==> config.mk <==
export PLATFORM = sky130hd
export DESIGN_NAME = fps_pwm_ctrl
export DESIGN_NICKNAME = d
export VERILOG_FILES = /design/src/hw/fps_pkg.sv /design/src/hw/fps_cmp_if.sv /design/src/hw/fps_pwm_ctrl.sv /design/src/hw/fps_sync.sv
export SDC_FILE = /design/constraint.sdc
export NUM_CORES = 1
export LEC_CHECK = 0
export BUFFER_PORTS_ARGS = -buffer_cell sky130_fd_sc_hd__buf_2
export CAP_MARGIN = 10
export CELL_PAD_IN_SITES_DETAIL_PLACEMENT = 2
export CELL_PAD_IN_SITES_GLOBAL_PLACEMENT = 2
export CORE_ASPECT_RATIO = 1.4
export CORE_MARGIN = 4
export CORE_UTILIZATION = 40
export DETAILED_ROUTE_END_ITERATION = 10
export PLACE_DENSITY_LB_ADDON = 0.1
export SLEW_MARGIN = 10
export SYNTH_ARGS = -nofsm -noshare
export SYNTH_HDL_FRONTEND = slang
export SYNTH_SLANG_ARGS = --single-unit
==> constraint.sdc <==
create_clock -name clk_sys_i -period 4.65 [get_ports clk_sys_i]
set_input_delay 0.2325 -clock clk_sys_i [delete_from_list [all_inputs] [get_ports clk_sys_i]]
set_output_delay 0.2325 -clock clk_sys_i [all_outputs]
set_load 0.005 [all_outputs]
==> src/hw/fps_pkg.sv <==
// Constants and types shared by the flyback PWM soft-start controller
// How it works
// - While the supply is below the short-detect level the controller selects the tiny first charge current.
// - Above the short-detect level it selects the second charge current until the turn-on level is passed.
// - Passing the turn-on level starts switching, beginning with soft start.
// - Operation is allowed only between the undervoltage-off and supply overvoltage levels.
// - Soft start is a timed sequence of 12 ms in four steps.
// - The current-sense peak limit rises each step from 0.3 V to the final 0.8 V.
// - After soft start the soft start limit no longer acts; the feedback comparator or max duty sets the switch-off point.
// - Every turn-on is aligned to the oscillator, whose period follows the feedback level.
// - The gate goes off as soon as the scaled current sense passes the feedback voltage.
// - The current-sense comparators are ignored for a blanking time after each turn-on.
// - The gate is forced off when the on-time reaches 0.75 of the period.
// - A line overvoltage stops switching.
// - The oscillator runs at 65 kHz or 100 kHz by option, with periodic frequency variation.
// - Frequency variation is enabled only after soft start has completed.
package fps_pkg;
  // ==========================================================
  // Timing
  localparam int unsigned CLK_HZ = 25_000_000;
  localparam int unsigned OSC_65K_HZ = 65_000;
  localparam int unsigned OSC_100K_HZ = 100_000;
  localparam int unsigned PER_W = 11;
  localparam logic [PER_W-1:0] PER_65K = PER_W'(CLK_HZ / OSC_65K_HZ);
  localparam logic [PER_W-1:0] PER_100K = PER_W'(CLK_HZ / OSC_100K_HZ);
  // Blanking time has no printed value; plain default
  localparam int unsigned LEB_NS = 200;
  localparam int unsigned LEB_CYC_I = (LEB_NS * (CLK_HZ / 1000) + 999_999) / 1_000_000;
  localparam logic [3:0] LEB_CYC = 4'(LEB_CYC_I);
  localparam int unsigned SS_MS = 12;
  localparam int unsigned SS_STEPS = 4;
  localparam int unsigned SS_CYC = SS_MS * (CLK_HZ / 1000);
  localparam int unsigned SS_STEP_CYC_DEF = SS_CYC / SS_STEPS;
  localparam int unsigned SS_CNT_W = 24;
  // Jitter: +-4 percent of the 65 kHz period
  localparam int unsigned JIT_PCT = 4;
  localparam logic [PER_W-1:0] JIT_MAX = PER_W'((CLK_HZ / OSC_65K_HZ) * JIT_PCT / 100);
  // ==========================================================
  // Current-sense limit levels in millivolts
  localparam logic [9:0] CS_LIM_START_MV = 10'h12c;
  localparam logic [9:0] CS_LIM_FINAL_MV = 10'h320;
  localparam logic [9:0] CS_LIM_INC_MV = (CS_LIM_FINAL_MV - CS_LIM_START_MV) / 10'h3;
  localparam logic [1:0] SS_LAST_STEP = 2'h3;
  // ==========================================================
  // Synchronised comparator inputs
  localparam int unsigned IN_SCP = 0;
  localparam int unsigned IN_ON = 1;
  localparam int unsigned IN_OFF = 2;
  localparam int unsigned IN_OVP = 3;
  localparam int unsigned IN_PWM = 4;
  localparam int unsigned IN_CSLIM = 5;
  localparam int unsigned IN_LINE_OVERVOLTAGE_STOP = 6;
  localparam int unsigned IN_FRED = 7;
  localparam int unsigned IN_OPT = 8;
  localparam int unsigned NUM_IN = 9;

  typedef enum logic [1:0] {
    ST_PRECH_ONE = 2'b00,
    ST_PRECH_TWO = 2'b01,
    ST_SOFT = 2'b10,
    ST_RUN = 2'b11
  } fps_state_t;
endpackage : fps_pkg

==> src/hw/fps_cmp_if.sv <==
// Interface carrying synchronised comparator levels
`timescale 1ns/1ps
interface fps_cmp_if;
  logic [fps_pkg::NUM_IN-1:0] level;
  modport src (output level);
  modport dst (input level);
endinterface : fps_cmp_if

==> src/hw/fps_pwm_ctrl.sv <==
// Startup sequencing, soft start and cycle-by-cycle PWM of the flyback controller
`timescale 1ns/1ps
module fps_pwm_ctrl #(
  parameter int unsigned SS_STEP_CYC = fps_pkg::SS_STEP_CYC_DEF
) (
  input wire logic clk_sys_i,
  input wire logic rst_n_i,
  input wire logic supply_above_short_i,
  input wire logic supply_above_on_i,
  input wire logic supply_above_off_i,
  input wire logic supply_above_ovp_i,
  input wire logic pwm_cmp_i,
  input wire logic cs_limit_cmp_i,
  input wire logic line_overvoltage_stop_i,
  input wire logic freq_reduce_i,
  input wire logic option_100k_i,
  output logic gate_o,
  output logic precharge_step_one_o,
  output logic precharge_step_two_o,
  output logic [9:0] cs_limit_mv_o,
  output logic soft_start_done_o,
  output logic jitter_enable_o,
  output logic operating_o
);
  import fps_pkg::*;

  // ==========================================================
  // Input synchronisation
  fps_cmp_if cmp ();
  logic [NUM_IN-1:0] raw;
  assign raw = {option_100k_i, freq_reduce_i, line_overvoltage_stop_i, cs_limit_cmp_i,
                pwm_cmp_i, supply_above_ovp_i, supply_above_off_i, supply_above_on_i,
                supply_above_short_i};

  fps_sync u_sync (
    .clk_sys_i(clk_sys_i),
    .rst_n_i(rst_n_i),
    .raw_i(raw),
    .cmp(cmp.src)
  );

  logic s_scp;
  logic s_on;
  logic s_off;
  logic s_ovp;
  logic s_pwm;
  logic s_cslim;
  logic s_line_overvoltage_stop;
  logic s_fred;
  logic s_opt;
  assign s_scp = cmp.level[IN_SCP];
  assign s_on = cmp.level[IN_ON];
  assign s_off = cmp.level[IN_OFF];
  assign s_ovp = cmp.level[IN_OVP];
  assign s_pwm = cmp.level[IN_PWM];
  assign s_cslim = cmp.level[IN_CSLIM];
  assign s_line_overvoltage_stop = cmp.level[IN_LINE_OVERVOLTAGE_STOP];
  assign s_fred = cmp.level[IN_FRED];
  assign s_opt = cmp.level[IN_OPT];

  // ==========================================================
  // Supply sequencing
  fps_state_t state_q;
  fps_state_t state_d;
  logic window_ok;
  logic ss_done_q;
  assign window_ok = s_off && !s_ovp;

  always_comb begin
    state_d = state_q;
    case (state_q)
      ST_PRECH_ONE: begin
        if (s_scp) begin
          state_d = ST_PRECH_TWO;
        end
      end
      ST_PRECH_TWO: begin
        if (!s_scp) begin
          state_d = ST_PRECH_ONE;
        end else if (s_on && window_ok) begin
          state_d = ST_SOFT;
        end
      end
      ST_SOFT: begin
        if (!window_ok) begin
          state_d = ST_PRECH_ONE;
        end else if (ss_done_q) begin
          state_d = ST_RUN;
        end
      end
      default: begin
        if (!window_ok) begin
          state_d = ST_PRECH_ONE;
        end
      end
    endcase
  end

  always_ff @(posedge clk_sys_i or negedge rst_n_i) begin
    if (!rst_n_i) begin
      state_q <= ST_PRECH_ONE;
    end else begin
      state_q <= state_d;
    end
  end

  always_ff @(posedge clk_sys_i or negedge rst_n_i) begin
    if (!rst_n_i) begin
      precharge_step_one_o <= 1'b1;
      precharge_step_two_o <= 1'b0;
      operating_o <= 1'b0;
    end else begin
      precharge_step_one_o <= (state_d == ST_PRECH_ONE);
      precharge_step_two_o <= (state_d == ST_PRECH_TWO);
      operating_o <= (state_d == ST_SOFT) || (state_d == ST_RUN);
    end
  end

  // ==========================================================
  // Soft start timer and limit steps
  logic [SS_CNT_W-1:0] ss_cnt_q;
  logic [1:0] ss_step_q;
  logic in_soft;
  assign in_soft = (state_q == ST_SOFT);

  always_ff @(posedge clk_sys_i or negedge rst_n_i) begin
    if (!rst_n_i) begin
      ss_cnt_q <= '0;
      ss_step_q <= '0;
      ss_done_q <= 1'b0;
    end else if (!in_soft && state_q != ST_RUN) begin
      ss_cnt_q <= '0;
      ss_step_q <= '0;
      ss_done_q <= 1'b0;
    end else if (in_soft && !ss_done_q) begin
      if (ss_cnt_q == SS_CNT_W'(SS_STEP_CYC - 1)) begin
        ss_cnt_q <= '0;
        if (ss_step_q == SS_LAST_STEP) begin
          ss_done_q <= 1'b1;
        end else begin
          ss_step_q <= ss_step_q + 2'h1;
        end
      end else begin
        ss_cnt_q <= ss_cnt_q + SS_CNT_W'(1);
      end
    end
  end

  always_ff @(posedge clk_sys_i or negedge rst_n_i) begin
    if (!rst_n_i) begin
      cs_limit_mv_o <= CS_LIM_START_MV;
      soft_start_done_o <= 1'b0;
    end else begin
      if (ss_step_q == SS_LAST_STEP) begin
        cs_limit_mv_o <= CS_LIM_FINAL_MV;
      end else begin
        cs_limit_mv_o <= CS_LIM_START_MV + 10'(ss_step_q) * CS_LIM_INC_MV;
      end
      soft_start_done_o <= ss_done_q;
    end
  end

  // ==========================================================
  // Oscillator with jitter
  logic [PER_W-1:0] ph_q;
  logic [PER_W-1:0] per_q;
  logic [PER_W-1:0] per_d;
  logic [PER_W-1:0] base_per;
  logic [PER_W-1:0] jit_q;
  logic jit_up_q;
  logic cyc_start;
  logic jit_on;
  assign jit_on = ss_done_q && (state_q == ST_RUN);
  assign cyc_start = (ph_q == per_q - PER_W'(1));
  assign base_per = s_opt ? PER_100K : PER_65K;
  // Light feedback doubles the period; jitter rides on top
  assign per_d = (s_fred ? {base_per[PER_W-2:0], 1'b0} : base_per) - JIT_MAX
                 + (jit_on ? jit_q : JIT_MAX);

  always_ff @(posedge clk_sys_i or negedge rst_n_i) begin
    if (!rst_n_i) begin
      ph_q <= '0;
      per_q <= PER_65K;
    end else if (cyc_start) begin
      ph_q <= '0;
      per_q <= per_d;
    end else begin
      ph_q <= ph_q + PER_W'(1);
    end
  end

  // Triangle offset 0..2*JIT_MAX, one step per period
  always_ff @(posedge clk_sys_i or negedge rst_n_i) begin
    if (!rst_n_i) begin
      jit_q <= JIT_MAX;
      jit_up_q <= 1'b1;
    end else if (!jit_on) begin
      jit_q <= JIT_MAX;
      jit_up_q <= 1'b1;
    end else if (cyc_start) begin
      if (jit_up_q && jit_q == {JIT_MAX[PER_W-2:0], 1'b0}) begin
        jit_up_q <= 1'b0;
        jit_q <= jit_q - PER_W'(1);
      end else if (!jit_up_q && jit_q == '0) begin
        jit_up_q <= 1'b1;
        jit_q <= jit_q + PER_W'(1);
      end else begin
        jit_q <= jit_up_q ? jit_q + PER_W'(1) : jit_q - PER_W'(1);
      end
    end
  end

  always_ff @(posedge clk_sys_i or negedge rst_n_i) begin
    if (!rst_n_i) begin
      jitter_enable_o <= 1'b0;
    end else begin
      jitter_enable_o <= jit_on;
    end
  end

  // ==========================================================
  // Gate on/off decision
  logic [3:0] on_cnt_q;
  logic leb_done;
  logic max_on;
  logic may_switch;
  logic cs_off;
  logic gate_off;
  assign leb_done = (on_cnt_q >= LEB_CYC);
  assign max_on = (ph_q >= per_q - {2'b00, per_q[PER_W-1:2]});
  assign may_switch = (in_soft || state_q == ST_RUN) && window_ok && !s_line_overvoltage_stop;
  // Soft start limit matters only until its last step is done
  assign cs_off = s_pwm || (s_cslim && !ss_done_q);
  assign gate_off = (leb_done && cs_off) || max_on || !may_switch;

  always_ff @(posedge clk_sys_i or negedge rst_n_i) begin
    if (!rst_n_i) begin
      gate_o <= 1'b0;
    end else if (gate_o && gate_off) begin
      gate_o <= 1'b0;
    end else if (cyc_start && may_switch) begin
      gate_o <= 1'b1;
    end
  end

  always_ff @(posedge clk_sys_i or negedge rst_n_i) begin
    if (!rst_n_i) begin
      on_cnt_q <= '0;
    end else if (!gate_o) begin
      on_cnt_q <= '0;
    end else if (!leb_done) begin
      on_cnt_q <= on_cnt_q + 4'h1;
    end
  end
endmodule : fps_pwm_ctrl

==> src/hw/fps_sync.sv <==
// Three-stage synchroniser for asynchronous comparator outputs
`timescale 1ns/1ps
module fps_sync (
  input wire logic clk_sys_i,
  input wire logic rst_n_i,
  input wire logic [fps_pkg::NUM_IN-1:0] raw_i,
  fps_cmp_if.src cmp
);
  import fps_pkg::*;
  logic [NUM_IN-1:0] ff1_q;
  logic [NUM_IN-1:0] ff2_q;
  logic [NUM_IN-1:0] ff3_q;
  logic [NUM_IN-1:0] lvl_q;

  always_ff @(posedge clk_sys_i or negedge rst_n_i) begin
    if (!rst_n_i) begin
      ff1_q <= '0;
      ff2_q <= '0;
      ff3_q <= '0;
    end else begin
      ff1_q <= raw_i;
      ff2_q <= ff1_q;
      ff3_q <= ff2_q;
    end
  end

  // A bit moves only once stages two and three agree
  always_ff @(posedge clk_sys_i or negedge rst_n_i) begin
    if (!rst_n_i) begin
      lvl_q <= '0;
    end else begin
      lvl_q <= (ff2_q & ~(ff2_q ^ ff3_q)) | (lvl_q & (ff2_q ^ ff3_q));
    end
  end

  assign cmp.level = lvl_q;
endmodule : fps_sync

# Word level (Yosys, flattened, before mapping)
# Cells that the tools add are included.
dict set report totals {
  register_bits 119
  out_inout_bits 16
  elab_cells 124
  input_bits 11
}
dict set report op_classes {
  bitwise_logic 5
  eq_ne 15
  n_reduce_logical 34
  n_mux 36
  addsub 11
  n_lt_le_gt_ge 2
  mul 1
}
# cell n
set ops {}
lappend ops {{$mux 11} 7}
lappend ops {{$mux 24} 3}
lappend ops {{$add 24x1->24 const B} 1}
lappend ops {{$eq 24x17->1 const B} 1}
lappend ops {{$add 11x1->11 const B} 2}
lappend ops {{$sub 11x1->11 const B} 2}
lappend ops {{$mux 10} 2}
lappend ops {{$mux 2} 10}
lappend ops {{$and 9x9->9} 2}
lappend ops {{$logic_and 1x1->1} 13}
lappend ops {{$add 11x11->11} 1}
lappend ops {{$eq 11x11->1} 1}
lappend ops {{$eq 11x5->1 const B} 1}
lappend ops {{$ge 11x11->1} 1}
lappend ops {{$logic_not 11->1} 1}
lappend ops {{$sub 10x4->11 const B} 1}
lappend ops {{$sub 11x9->11} 1}
lappend ops {{$add 9x10->10 const A} 1}
lappend ops {{$eq 2x2->1 const B} 5}
lappend ops {{$mux 1} 10}
lappend ops {{$mul 2x7->9 const B} 1}
lappend ops {{$mux 9} 1}
lappend ops {{$not 9->9} 1}
lappend ops {{$or 9x9->9} 1}
lappend ops {{15 further kinds} 34}

# Logic depth before layout (Yosys ltp)
dict set report logic_depth {
  ltp_word 8
  ltp_mapped 15
  mapped_depth_nobuf 15
}

# Modules after synthesis
# A second synthesis with hierarchy kept.
dict set report hier_totals {
  hier_cells 650
  hier_area_um2 6433.7
}
# module instances area_each_um2 seq_area_each_um2 cells_per_inst
set by_module_without_submodules {}
lappend by_module_without_submodules {fps_pwm_ctrl 1 5431.5 1991.9 605}
lappend by_module_without_submodules {fps_sync 1 1002.2 900.9 45}

# Worst setup path after synthesis
# OpenSTA, ideal clock, no wires.
dict set report synth_timing {
  kind {flip-flop to flip-flop}
  from {register ss_done_q}
  to {register per_q[9]}
  arrival_time_ns 3.075
  synth_period_minus_slack_ns 3.212
  required_ns 4.514
  setup_time_ns 0.136
  stages_incl_launch_ff 14
  n_path_buf 1
  path_slack_ns 1.438
  path_cell_list {dfrtp_1 nand3_1 inv_1 clkbuf_1 nand2_1 ha_1 ha_1 fa_1 a21o_1 a21oi_1 o21ai_0 o41ai_1 xor2_1 o21ai_0}
}
dict set report synth_between {
  elab_chain_cells 3
}
# item line_no
set synth_rtl {}
lappend synth_rtl {{start: declaration} fps_pwm_ctrl.sv:66} ;# logic ss_done_q;
lappend synth_rtl {{start signal: assignment} fps_pwm_ctrl.sv:130} ;# ss_done_q <= 1'b0;
lappend synth_rtl {{start signal: assignment} fps_pwm_ctrl.sv:134} ;# ss_done_q <= 1'b0;
lappend synth_rtl {{start signal: assignment} fps_pwm_ctrl.sv:139} ;# ss_done_q <= 1'b1;
lappend synth_rtl {{$logic_and 1x1->1} fps_pwm_ctrl.sv:173} ;# assign jit_on = ss_done_q && (state_q == ST_RUN);
lappend synth_rtl {{net jit_on} fps_pwm_ctrl.sv:172} ;# logic jit_on;
lappend synth_rtl {{$mux 11} fps_pwm_ctrl.sv:178} ;# + (jit_on ? jit_q : JIT_MAX);
lappend synth_rtl {{$add 11x11->11} fps_pwm_ctrl.sv:178}
lappend synth_rtl {{end signal: assignment} fps_pwm_ctrl.sv:186} ;# per_q <= per_d;
lappend synth_rtl {{end: declaration} fps_pwm_ctrl.sv:166} ;# logic [PER_W-1:0] per_q;
# The timed path passes the listed nets, and every way through them passes these cells.
# A chain may end at the register's enable or synchronous reset.

==> results.sh <==
export IMPL_yosysMostFrequentCell="dfrtp_1"
export IMPL_grt_first_pass_wirelength_um=30700
export IMPL_synth_commonest_cells="103 x dfrtp_1, 52 x ha_1, 51 x nor2_1"
export IMPL_synthDistinctLibCells=58
export IMPL_cp_max_fo=14
export IMPL_placementRows=54
export IMPL_fmax_ghz=0.262
export IMPL_slowest_stage="o41ai_1"
export IMPL_multi_input_comb_area_sq_um=3350
export IMPL_async_flop_share_pct=100
export IMPL_skew_ns=0.00948
export IMPL_power_density_nw_per_um2=351
export IMPL_cp_start_kind="register"
export IMPL_tightest_slew_ns=1.06
export IMPL_drt_initial_drc_count=148
export IMPL_yosys_warnings=0
export IMPL_postSynthCellCount=663
export IMPL_dp_hpwl_um=13200
export IMPL_numClockSinks=115
export IMPL_place_congestion=0.800
export IMPL_synth_top_area_share_pct=39.8
export IMPL_cts_buffers=17
export IMPL_synth_nets=728
export IMPL_min_period_ns=3.81
export IMPL_ys_seq_area_share_pct=44.7
export IMPL_power_leakage_nw=3.27
export IMPL_hold_viol=14
export IMPL_min_path_type="in2async"
export IMPL_die_y_um=159
export IMPL_grt_max_degree=83
export IMPL_core_area_sq_um=15700
export IMPL_grt_usage_pct=21.7
export IMPL_first_global_vias=5844
export IMPL_area_delta_synth_final_pct=16.0
export IMPL_drt_total_wl_um=18500
export IMPL_die_w_um=116
export IMPL_violations="hold timing"
export IMPL_clk_path_buf_depth=2
export IMPL_ant_nets=0
export IMPL_synth_ff_type="dfrtp_1"
export IMPL_whs_ns=-0.00880
export IMPL_worstSetupPathType="reg2reg"
export IMPL_firstDrtPassIters=4
export IMPL_vias_per_cell=5.56
export IMPL_antenna_cells=0
export IMPL_crit_family="compound AO/OA/AOI/OAI gates"
export IMPL_cts_tree="yes"
export IMPL_io_pins=27
export IMPL_portBuffers=25
export IMPL_vias=5061
export IMPL_path_common_cell="ha_1"
export IMPL_synth_enable_flop_cells=0
export IMPL_cts_root_buffer="clkbuf_16"
export IMPL_wl_per_cell_um=20.4
export IMPL_total_power_w=0.00263
export IMPL_outcome="finished, violations left"
export IMPL_grt_overflow=0
export IMPL_place_area_sq_um=6790
export IMPL_antenna_found_initial=0
export IMPL_fin_area_sq_um=7510
export IMPL_timing_rr_start="operating_o"
export IMPL_postCtsSetupRepairBufs=0
export IMPL_maxSlewViolCount=0
export IMPL_period_share_pct=82.0
export IMPL_clock_latency_ns=0.42
export IMPL_fp_dieArea_sq_um=18300
export IMPL_vdd_drop_max_uv=257
export IMPL_cp_num_cells=12
export IMPL_synthTopCellsByArea="dfrtp_1 40%, ha_1 10%, dfstp_2 4.9%, xor2_1 4.5%, xnor2_1 3.7%"
export IMPL_path_cells="nand3_1 -> inv_1 -> nand2b_1 -> ha_1 -> ha_1 -> a21o_1 -> a21oi_1 -> nor2b_1 -> o21a_1 -> o41ai_1 -> mux2i_1 -> o31ai_1"
export IMPL_critical_path_buf_inv_count=1
export IMPL_crit_path_end_kind="register"
export IMPL_ff_latch_area_sq_um=2890
export IMPL_htree_levels=4
export IMPL_drc=0
export IMPL_start_util_pct=41.1
export IMPL_synth_area_per_cell_sq_um=9.76
export IMPL_worst_slack_ns=0.837
export IMPL_setup_viol=0
export IMPL_path_clk_slew_ns=0.06
export IMPL_ys_ff_latch=115
export IMPL_drive_gt1_share_pct=11.1
export IMPL_critPathArrivalTime_ns=4.08
export IMPL_crit_start="operating_o"
export IMPL_fin_nets=766
export IMPL_cp_slowest_stage_delay_ns=0.57
export IMPL_mappedNetlistArea_sq_um=6470
export IMPL_worst_r2r_path_depth=12
export IMPL_rsz0062_at_grt="no"
export IMPL_fillers=1627
export IMPL_timing_slew_headroom_pct=29.1
export IMPL_tns_ns=0
export IMPL_post_place_ws_ns=0.823
export IMPL_crit_required_ns=4.92
export IMPL_cap_violations=0
export IMPL_yosysTopAreaCell="dfrtp_1"
==> cell type report <==
cell class | count | share of cell area, %
Sequential cell | 115 | 38.5
Multi-Input combinational cell | 489 | 44.5
Clock inverter | 13 | 2.63
Tap cell | 196 | 3.26
Timing Repair Buffer | 38 | 3.30
Inverter | 40 | 2.00
Clock buffer | 19 | 5.76
==> through the flow <==
stage	cells	utilization (%)
after global placement	869	43.1
after detailed placement	869	43.1
after global routing	910	47.7
after CTS	910	47.7
final	910	47.7
after floorplan	663	-
==> sequential cells by signal (all words and copies together) (netlist names), 2 cells and up, named ones only <==
register,cells
u_sync.ff2_q,9
u_sync.ff1_q,9
jit_q,11
ss_step_q,2
ph_q,11
ss_cnt_q,24
per_q,11
cs_limit_mv_o,7
on_cnt_q,4
u_sync.ff3_q,9
==> power by group <==
group / total, W / internal (W) / leakage, nW / switching, W
clock: 0.00142 / 0.000908 / 0.304 / 0.000513
combinational: 0.000170 / 0.0000714 / 1.50 / 0.0000985
sequential: 0.00104 / 0.00103 / 1.46 / 0.0000173
total: 0.00263 / 0.00201 / 3.27 / 0.000628
==> placed cells by master (no fill, tap or decap), drive strengths merged, types with 3 or more instances in the layout <==
cell type	instances
dfrtp	103
ha	52
nor2	51
nand2	48
inv	45
a21oi	40
o21ai	35
xor2	33
nand3	32
buf	29
xnor2	27
clkbuf	19
or3	18
nor3	15
and3	15
nor2b	13
nand2b	12
dfstp	12
and2	10
nand4	9
maj3	9
dlygate4sd3	9
mux2i	6
a31oi	6
nor4	6
o211ai	4
a21o	4
bufinv	4
and4	3
o21bai	3
a21boi	3
o21a	3
or4	3
clkinv	3
==> repair_timing <==
| item | CTS | global route |
|---|---|---|
| hold buffers | 9 | 0 |
| resized for setup | 0 | 0 |
| hold endpoints to repair | 9 | 0 |
==> cells by family (layout without fill, tap and decap cells) <==
group / Yosys count / count (layout) / share of synthesized area, %
AND/OR/NAND/NOR: 242 / 242 / 19.6
AO/OA/AOI/OAI: 115 / 115 / 10.6
flip-flops: 115 / 115 / 44.7
adder cells (fa/ha/maj): 63 / 63 / 12.1
XOR/XNOR: 60 / 60 / 8.12
buffers and inverters: 59 / 110 / 3.63
multiplexers: 8 / 8 / 1.28
other: 1 / 1 / 0.0579
==> layer usage <==
layer	track usage (%)	vias to the layer above	wire [um]
met3	3.08	31	229
li1	-	2369	-
met2	41.6	45	10500
met5	0	-	0
met4	8.67	0	502
met1	23.5	2616	7340
==> worst paths after layout <==
path / end / slack, ns
worst max-delay path: per_q[10] / 0.84
worst min-delay path: ph_q[4] / -0.009
worst max register to register: per_q[10] / 0.84
worst min register to register: u_sync.ff2_q[8] / 0.35
max in group asynchronous: jit_q[0] / 3.51
min in group clk_sys_i: u_sync.ff2_q[8] / 0.35
Power figures use the tool's default switching activity.
